==> config.mk <==
export PLATFORM = sky130hd
export DESIGN_NAME = pcl_loader
export DESIGN_NICKNAME = d
export VERILOG_FILES = /design/src/pcl_pkg.sv /design/src/pcl_loader.sv /design/src/pcl_target.sv
export VERILOG_INCLUDE_DIRS = /design/src
export SDC_FILE = /design/constraint.sdc
export NUM_CORES = 1
export LEC_CHECK = 0
export ABC_AREA = 1
export ABC_CLOCK_PERIOD_IN_PS = 3080
export CAP_MARGIN = 0
export CORE_ASPECT_RATIO = 0.9
export CORE_MARGIN = 8
export CORE_UTILIZATION = 55
export DETAILED_ROUTE_END_ITERATION = 10
export DONT_BUFFER_PORTS = 1
export PLACE_DENSITY = 0.74
export RECOVER_POWER = 100
export SLEW_MARGIN = 20
export SYNTH_ARGS = -nofsm -noshare
export SYNTH_HDL_FRONTEND = slang
export SYNTH_SLANG_ARGS = --single-unit
==> constraint.sdc <==
create_clock -name i_clk -period 3.08 [get_ports i_clk]
set_input_delay 0.308 -clock i_clk [delete_from_list [all_inputs] [get_ports i_clk]]
set_output_delay 0.308 -clock i_clk [all_outputs]
set_load 0.03 [all_outputs]
==> src/pcl_regs.svh <==
/*
  constants for the program counter loader: widths, field positions,
  reset values and the single-cycle update count.
  assumes inclusion by bare name from the loader files.
*/
`ifndef PCL_REGS_SVH
`define PCL_REGS_SVH

`define PCL_PC_W        15
`define PCL_LOW_W       8
`define PCL_HIGH_W      7
`define PCL_CALL_LO_MSB 10
`define PCL_CALL_HI_LSB 3
`define PCL_PC_RESET    15'h0000
`define PCL_LATCH_RESET 8'h00
`define PCL_LOAD_CYCLES 1

`endif

==> src/pcl_pkg.sv <==
/*
  types for the program counter loader: the load operation selector.
  assumes the decoder encodes one operation per fetch slot.
*/
package pcl_pkg;
  typedef enum logic [2:0] {
    PCL_OP_NONE,
    PCL_OP_INC,
    PCL_OP_WRITE_LOW,
    PCL_OP_ADD_LOW,
    PCL_OP_CALL,
    PCL_OP_CALL_ACC,
    PCL_OP_JUMP_ACC,
    PCL_OP_REL_JUMP
  } pcl_op_t;
endpackage

==> src/pcl_loader.sv <==
/*
  program counter loader: holds the 15-bit counter, the readable low byte
  and the software-written high latch, and applies the decoder's load
  operation each cycle.
  assumes the decoder presents at most one operation per cycle, and that a
  latch write and a counter operation are sequenced by the core.
*/
// Function
// - counter is fifteen bits wide
// - low byte readable and writable
// - high bits only loaded, never accessed
// - any reset clears whole counter
// - low write reloads high from latch
// - accumulator add to low jumps
// - call loads high 2:0 and low
// - call fills high 6:3 from latch
// - accumulator call uses latch high
// - accumulator branch adds to incremented counter
// - relative branch adds signed offset
`timescale 1ns/10ps
`include "pcl_regs.svh"

module pcl_loader
  import pcl_pkg::*;
(
  input  wire logic                 i_clk,
  input  wire logic                 i_resetn,
  input  wire pcl_op_t              i_op,
  input  wire logic [7:0]           i_wdata,
  input  wire logic [7:0]           i_accum,
  input  wire logic [10:0]          i_call_addr,
  input  wire logic [8:0]           i_rel_offset,
  input  wire logic                 i_latch_we,
  input  wire logic [7:0]           i_latch_wdata,
  output logic      [14:0]          o_pc,
  output logic      [7:0]           o_low_byte,
  output logic      [7:0]           o_latch
);
  logic [`PCL_PC_W-1:0] pc;
  logic [`PCL_PC_W-1:0] next_pc;
  logic [7:0]           latch;
  logic [7:0]           next_latch;
  logic [14:0]          target;
  logic                 load;

  // target arithmetic
  pcl_target u_target (
    .i_op         (i_op),
    .i_pc         (pc),
    .i_latch      (latch),
    .i_accum      (i_accum),
    .i_wdata      (i_wdata),
    .i_call_addr  (i_call_addr),
    .i_rel_offset (i_rel_offset),
    .o_target     (target),
    .o_load       (load)
  );

  // next counter and latch values
  always_comb begin
    next_pc    = pc;
    next_latch = latch;
    if (load) begin
      next_pc = target;
    end
    if (i_latch_we) begin
      next_latch = i_latch_wdata;
    end
  end

  always_ff @(posedge i_clk or negedge i_resetn) begin
    if (!i_resetn) begin
      pc    <= `PCL_PC_RESET;
      latch <= `PCL_LATCH_RESET;
    end else begin
      pc    <= next_pc;
      latch <= next_latch;
    end
  end

  // registered outputs
  // low byte read path
  always_ff @(posedge i_clk or negedge i_resetn) begin
    if (!i_resetn) begin
      o_pc       <= `PCL_PC_RESET;
      o_low_byte <= 8'h00;
      o_latch    <= `PCL_LATCH_RESET;
    end else begin
      o_pc       <= next_pc;
      o_low_byte <= next_pc[7:0];
      o_latch    <= next_latch;
    end
  end

  property p_reset_clear;
    @(posedge i_clk) $rose(i_resetn) |-> (o_pc == 15'h0000);
  endproperty
  a_reset_clear: assert property (p_reset_clear)
    else $error("counter not clear after reset");

  property p_reset_outputs;
    @(posedge i_clk) $rose(i_resetn) |-> (o_low_byte == 8'h00) && (o_latch == 8'h00);
  endproperty
  a_reset_outputs: assert property (p_reset_outputs)
    else $error("outputs not clear after reset");

  property p_write_low;
    @(posedge i_clk) disable iff (!i_resetn)
      (i_op == PCL_OP_WRITE_LOW) |=> (o_pc == {$past(latch[6:0]), $past(i_wdata)});
  endproperty
  a_write_low: assert property (p_write_low)
    else $error("low write wrong target");

  property p_write_old_latch;
    @(posedge i_clk) disable iff (!i_resetn)
      (i_latch_we && (i_op == PCL_OP_WRITE_LOW)) |=> (o_pc[14:8] == $past(o_latch[6:0]));
  endproperty
  a_write_old_latch: assert property (p_write_old_latch)
    else $error("low write took new latch");

  property p_add_low;
    @(posedge i_clk) disable iff (!i_resetn)
      (i_op == PCL_OP_ADD_LOW) |=>
        (o_pc == {$past(latch[6:0]), 8'($past(pc[7:0]) + $past(i_accum))});
  endproperty
  a_add_low: assert property (p_add_low)
    else $error("computed jump wrong");

  property p_call_low;
    @(posedge i_clk) disable iff (!i_resetn)
      (i_op == PCL_OP_CALL) |=> (o_pc[10:0] == $past(i_call_addr));
  endproperty
  a_call_low: assert property (p_call_low)
    else $error("call operand bits wrong");

  property p_call_high;
    @(posedge i_clk) disable iff (!i_resetn)
      (i_op == PCL_OP_CALL) |=> (o_pc[14:11] == $past(latch[6:3]));
  endproperty
  a_call_high: assert property (p_call_high)
    else $error("call latch bits wrong");

  property p_call_acc;
    @(posedge i_clk) disable iff (!i_resetn)
      (i_op == PCL_OP_CALL_ACC) |=> (o_pc == {$past(latch[6:0]), $past(i_accum)});
  endproperty
  a_call_acc: assert property (p_call_acc)
    else $error("accumulator call wrong");

  property p_jump_acc;
    @(posedge i_clk) disable iff (!i_resetn)
      (i_op == PCL_OP_JUMP_ACC) |=>
        (o_pc == 15'($past(pc) + 15'h0001 + {7'h00, $past(i_accum)}));
  endproperty
  a_jump_acc: assert property (p_jump_acc)
    else $error("accumulator branch wrong");

  property p_rel_jump;
    @(posedge i_clk) disable iff (!i_resetn)
      (i_op == PCL_OP_REL_JUMP) |=>
        (o_pc == 15'($past(pc) + 15'h0001 + {{6{$past(i_rel_offset[8])}}, $past(i_rel_offset)}));
  endproperty
  a_rel_jump: assert property (p_rel_jump)
    else $error("relative branch wrong");

  property p_inc;
    @(posedge i_clk) disable iff (!i_resetn)
      (i_op == PCL_OP_INC) |=> (o_pc == 15'($past(pc) + 15'h0001));
  endproperty
  a_inc: assert property (p_inc)
    else $error("increment wrong");

  property p_inc_wrap;
    @(posedge i_clk) disable iff (!i_resetn)
      ((i_op == PCL_OP_INC) && (o_pc == 15'h7fff)) |=> (o_pc == 15'h0000);
  endproperty
  a_inc_wrap: assert property (p_inc_wrap)
    else $error("increment did not wrap");

  property p_inc_high_keep;
    @(posedge i_clk) disable iff (!i_resetn)
      ((i_op == PCL_OP_INC) && (o_pc[7:0] != 8'hff)) |=> (o_pc[14:8] == $past(o_pc[14:8]));
  endproperty
  a_inc_high_keep: assert property (p_inc_high_keep)
    else $error("high bits changed on plain increment");

  property p_latch_only;
    @(posedge i_clk) disable iff (!i_resetn)
      ((i_op == PCL_OP_NONE) && i_latch_we) |=> $stable(o_pc);
  endproperty
  a_latch_only: assert property (p_latch_only)
    else $error("latch write moved counter");

  property p_latch_write;
    @(posedge i_clk) disable iff (!i_resetn)
      i_latch_we |=> (o_latch == $past(i_latch_wdata));
  endproperty
  a_latch_write: assert property (p_latch_write)
    else $error("latch write lost");

  property p_latch_hold;
    @(posedge i_clk) disable iff (!i_resetn)
      !i_latch_we |=> $stable(o_latch);
  endproperty
  a_latch_hold: assert property (p_latch_hold)
    else $error("latch changed without write");

  property p_hold;
    @(posedge i_clk) disable iff (!i_resetn)
      (i_op == PCL_OP_NONE) |=> $stable(o_pc) && (o_low_byte == o_pc[7:0]);
  endproperty
  a_hold: assert property (p_hold)
    else $error("counter moved without operation");

  property p_write_low_byte;
    @(posedge i_clk) disable iff (!i_resetn)
      (i_op == PCL_OP_WRITE_LOW) |=> (o_low_byte == $past(i_wdata));
  endproperty
  a_write_low_byte: assert property (p_write_low_byte)
    else $error("written low byte not readable");

  property p_low_mirror;
    @(posedge i_clk) disable iff (!i_resetn) (o_low_byte == o_pc[7:0]);
  endproperty
  a_low_mirror: assert property (p_low_mirror)
    else $error("low byte view differs from counter");
endmodule

==> src/pcl_target.sv <==
/*
  combinational target address calculation for the program counter.
  assumes all operands are stable in the cycle the operation is presented.
*/
`timescale 1ns/10ps
`include "pcl_regs.svh"

module pcl_target
  import pcl_pkg::*;
(
  input  wire pcl_op_t              i_op,
  input  wire logic [14:0]          i_pc,
  input  wire logic [7:0]           i_latch,
  input  wire logic [7:0]           i_accum,
  input  wire logic [7:0]           i_wdata,
  input  wire logic [10:0]          i_call_addr,
  input  wire logic [8:0]           i_rel_offset,
  output logic      [14:0]          o_target,
  output logic                      o_load
);
  logic [14:0] pc_inc;
  logic [7:0]  add_sum;

  // shared incremented counter and low-byte sum
  assign pc_inc  = 15'(i_pc + 15'h0001);
  assign add_sum = 8'(i_pc[7:0] + i_accum);

  // target selection per operation
  always_comb begin
    o_target = i_pc;
    o_load   = 1'b1;
    unique case (i_op)
      PCL_OP_NONE: begin
        o_load = 1'b0;
      end
      PCL_OP_INC: begin
        o_target = pc_inc;
      end
      PCL_OP_WRITE_LOW: begin
        o_target = {i_latch[6:0], i_wdata};
      end
      PCL_OP_ADD_LOW: begin
        o_target = {i_latch[6:0], add_sum};
      end
      PCL_OP_CALL: begin
        o_target = {i_latch[6:3], i_call_addr};
      end
      PCL_OP_CALL_ACC: begin
        o_target = {i_latch[6:0], i_accum};
      end
      PCL_OP_JUMP_ACC: begin
        o_target = 15'(pc_inc + {7'h00, i_accum});
      end
      PCL_OP_REL_JUMP: begin
        o_target = 15'(pc_inc + {{6{i_rel_offset[8]}}, i_rel_offset});
      end
    endcase
  end
endmodule

## After elaboration in Yosys (flattened, before gate mapping)

Index checks and enable logic that the tools add are counted.

- $add $sub $neg: 4
- Reduce and logical (&&, ||, !) cells: 3
- Shift operators: 0
- $mul: 0
- Bitwise gates (word level): 1
- Equal/unequal tests: 7
- Divide/modulo/power cells: 0
- Mux-type cells: 2
- Magnitude comparators: 0

Operators with widths:

| operator | number |
|---|---|
| $pmux W15 S7 | 1 |
| $add A15 B1 Y15 const B | 1 |
| $add A15 B15 Y15 | 1 |
| $add A15 B8 Y15 | 1 |
| $eq A3 B3 Y1 const B | 4 |
| $add A8 B8 Y8 | 1 |
| $mux W8 | 1 |
| $reduce_bool A7 Y1 | 1 |
| $eq A3 B2 Y1 const B | 2 |
| $eq A3 B1 Y1 const B | 1 |
| $logic_not A3 Y1 | 1 |
| $reduce_and A2 Y1 | 1 |
| $not A1 Y1 | 1 |

- Latch bits: 0
- Memories: 0
- Bits of input ports: 50
- Flip-flop bits (word level): 23
- RAM bits: 0
- Memory bits (read-only): 0

## Longest topological paths before layout

- Depth in word-level cells: 4
- Gate-level depth with buffers: 20
- Mapped depth without buffers: 20

## Modules after synthesis

Synthesis repeated with hierarchy kept, for this count alone.

- Cell total of the unflattened synthesis: 521
- Area total of the unflattened synthesis: 3,111.7 sq um

By module, submodules not included:

| module | times used | sequential area each (sq um) | area an instance (sq um) | cells an instance |
|---|---|---|---|---|
| pcl_target | 1 | 0.0 | 2,144.6 | 415 |
| pcl_loader | 1 | 575.6 | 967.2 | 106 |

## Worst setup path before layout

OpenSTA, ideal clock, no wires.

- Path type: register -> register
- From: register o_low_byte[1] (netlist name)
- To: register o_pc[13]
- Path slack: 0.362 ns
- Setup time: 0.117 ns
- Required time: 2.963 ns
- Clock period less this slack: 2.718 ns
- Cell stages (with the launch flop): 19
- Data arrival time: 2.601 ns
- Cells stage by stage: dfrtp_1 -> ha_1 -> nand3_2 -> inv_1 -> nand2_1 -> nor2_2 -> nand2_1 -> xor2_1 -> inv_1 -> ha_1 -> a21o_1 -> nand3_1 -> nand2_1 -> a21oi_1 -> nand3b_1 -> nand3_1 -> nand2_1 -> nand2_1 -> nand2_1

RTL lines:

| element | line | source |
|---|---|---|
| end signal: assignment | pcl_loader.sv:85 | `` o_pc <= `PCL_PC_RESET; `` |
| end signal: assignment | pcl_loader.sv:89 | `o_pc <= next_pc;` |
| end: declaration | pcl_loader.sv:35 | `output logic [14:0] o_pc,` |

==> key figures <==
Outcome
  – Status: finished, final reports clean

Worst setup path
  – R2r startpoint: o_low_byte[0]$_DFFE_PN0P_
  – Endpoint type of the worst setup path: flip-flop
  – Data required time of the worst path: 3.23 ns
  – CP Cell Sequence: buf_4 > nand3_2 > nor2_2 > inv_1 > nor2_1 > inv_1 > nand2_1 > inv_1 > ha_1 > a21oi_1 > nand2_1 > nand2_1 > nand2_1 > o21ai_0 > nand2_1 > nand2_1 > o21ai_1
  – Reg2reg path depth: 17
  – WS Path Type: flip-flop to flip-flop
  – Reg2reg setup slack: 0.34 ns
  – Startpoint class of the critical path: flip-flop
  – Crit-path max cell delay: 0.36 ns
  – Worst reg2reg path endpoint: o_pc[8]$_DFFE_PN0P_
  – Top delay family on crit path: simple AND/OR/NAND/NOR gates
  – Buf/Inv on CP: 4
  – Most used cell, CP: nand2_1
  – Arrival time worst endpoint: 2.89 ns
  – CP max stage cell: dfrtp_1
  – Critical-path maximum fanout: 6

Drt
  – Final WL: 9.28 mm
  – Via count: 3183
  – Vias per cell: 5.98
  – Residual DRC: 0
  – WL/cell: 17.4 um
  – DR pass1 iterations: 5
  – First DRT Iteration DRCs: 231
  – ANT nets after route: 0

Placement
  – HPWL after DPL: 7.60 mm
  – Buffers added on ports: 0
  – DP Area: 0.00309 mm2
  – Routability Congestion: 0.971

Timing
  – Fmax: 365 MHz
  – Min Hold Slack: 0.146 ns
  – Clock skew: 0.00146 ns
  – Fin crit period: 2.74 ns
  – RSZ-0062 raised after global routing: false
  – Endpoints failing setup: 0
  – Setup TNS: 0 ns
  – Measured slew at the worst slew-check pin: 1.28 ns
  – Fin. Hold Viols: 0
  – Rel. slew slack: 14.5%
  – Slew Limit Fails: 0
  – Final Cycle Share: 89.0%

Synthesis
  – Cells after synthesis: 462
  – Netlist Area Pre-Place: 0.00302 mm2
  – Syn Area/Cell: 6.54 um2
  – Yosys synthesis warning count: 0
  – Synth unique cells: 44
  – Net Count, Synth: 536
  – Seq/Total Area, Yosys: 19.1%
  – Register bit total from synthesis: 23

CTS
  – Clock latency on the worst-skew pair: 0.26 ns
  – Post-CTS setup buffer count: 0
  – CTS Buf Count: 3
  – # H-tree levels: 1
  – TritonCTS clock tree: yes
  – CTS Root Cell: clkbuf_8
  – Sink Count: 23
  – Reg clk slew, reported paths: 0.08 ns
  – Longest Clk Path Bufs: 2

Floorplan
  – Core area: 0.00529 mm2
  – Die extent in x: 94.1 um
  – Num rows: 25
  – Initial core utilization: 57.1%
  – Io pins: 81
  – Die area: 0.00812 mm2
  – Die outline height: 86.3 um

Power
  – Leakage: 1.63 nW
  – Worst IR drop on VDD: 355 uV
  – Total Power: 1.66 mW
  – PwrDens: 532 mW/mm2

Min path
  – Critical hold path startpoint: i_latch_we
  – Worst Hold Endpoint: latch[4]$_DFFE_PN0P_
  – Worst hold stages: 1
  – Type of the most critical hold path: primary input to flip-flop

Finish
  – Commonest non-fill, non-tap cell in the layout: nand2_1
  – Area grow syn2layout: 3.52%
  – # nets final: 540
  – Commonest cells after routing, fill and taps aside: nand2_1 (116), inv_1 (65), o21ai_0 (42)
  – Antenna cells: 0
  – Share of cells above drive strength 1: 11.0%
  – # fillers: 514
  – Final Cell Area: 0.00313 mm2

Flow run
  – MaxCap Viol Count: 0

Global routing
  – GR Util All Layers: 23.2%
  – Vias in the first global route: 3021
  – First-pass GRT wire length: 15.1 mm
  – Congestion Overflow GR: 0
  – Initial antenna violation count: 0
  – Largest net degree at the start of global routing: 24
[Yosys cell counts, drive strengths merged]
master	number	area, um2
nand2	121	477
inv	70	265
o21ai	48	240
nand3	38	210
nor2	34	179
a21oi	28	148
dfrtp	23	576
ha	22	275
buf	13	100
nand4	10	62.6
a221oi	9	97.6
nor3	6	46.3
xor2	6	52.6
mux2	5	56.3
nand3b	5	37.5
or2	5	31.3
a31oi	3	18.8
xnor2	3	33.8
a21o	2	15.0
clkbuf	2	7.51
fa	2	40.0
o2111ai	2	17.5
a211oi	1	7.51
a22o	1	8.76
and2	1	6.26
clkinv	1	5.00
o22ai	1	6.26
[repair_timing]
action                                  in CTS  in global routing
gates resized for setup                      0                  1
endpoints found under the setup margin       0                  1
hold buffers                                 1                  0
endpoints found under the hold margin       23                  0
[routing by layer]
layer / share of wire [%] / GRT usage [%]
met5: 0 / 0
met4: 1.3 / 4.75
met1: 44 / 31.3
met3: 12 / 6.22
met2: 43 / 35.9
[worst max path at each step]
stage | start | end | cells past startpoint | slack [ns]
after global routing | o_low_byte[0]$_DFFE_PN0P_ | o_pc[9]$_DFFE_PN0P_ | 18 | 0.008
final | o_low_byte[0]$_DFFE_PN0P_ | o_pc[8]$_DFFE_PN0P_ | 17 | 0.34
after CTS | o_low_byte[1]$_DFFE_PN0P_ | o_pc[14]$_DFFE_PN0P_ | 18 | 0.35
after floorplan | o_low_byte[1]$_DFFE_PN0P_ | o_pc[13]$_DFFE_PN0P_ | 18 | 0.36
after global placement | i_op[1] | o_pc[8]$_DFFE_PN0P_ | 18 | 0.38
after detailed placement | o_low_byte[1]$_DFFE_PN0P_ | o_pc[14]$_DFFE_PN0P_ | 18 | 0.38
[where the power goes]
group          switching [mW]  internal, mW  total [mW]
clock network          0.0973        0.0902       0.187
registers              0.0905         0.352       0.443
logic                   0.707         0.326        1.03
total                   0.895         0.769        1.66
[worst reg2reg max path, delay by kind of cell (launching register included)]
kind            cells  cell delay, ns
compound gates      3            0.56
fa+ha+maj           1            0.33
buf+inv             4            0.43
flops               1            0.36
simple gates        9            0.96
[sequential cells by signal, summed over array words and instances, names as in the netlist]
signal,cells
o_low_byte,8
latch,8
o_pc,7
[stage by stage]
stage | utilization, % | setup slack (ns) | std cells
floorplan | - | 0.362 | 462
global placement | 58.5 | 0.380 | 527
detailed placement | 58.5 | 0.376 | 527
CTS | 59.6 | 0.350 | 532
global route | 59.1 | 0.00842 | 532
finish | 59.1 | 0.340 | 532
[kinds of logic after synthesis]
family | count (synthesis) | share of synthesized area (%)
xor+xnor | 9 | 2.86
fa+ha+maj | 24 | 10.4
simple gates | 220 | 34.8
flops | 23 | 19.1
mux | 5 | 1.86
buf+inv | 86 | 12.5
compound gates | 95 | 18.5
[layout make-up]
cell class                 instances  area, um2  share of cell area, %
timing repair buffer              14       86.3                   2.76
multi-input combinational        353       2060                   66.0
sequential                        23        576                   18.4
inverter                          71        270                   8.64
clock buffer                       3       41.3                   1.32
clock inverter                     1       5.00                  0.160
tap                               67       83.8                   2.68
No activity file was read; power rests on OpenSTA's default activity.
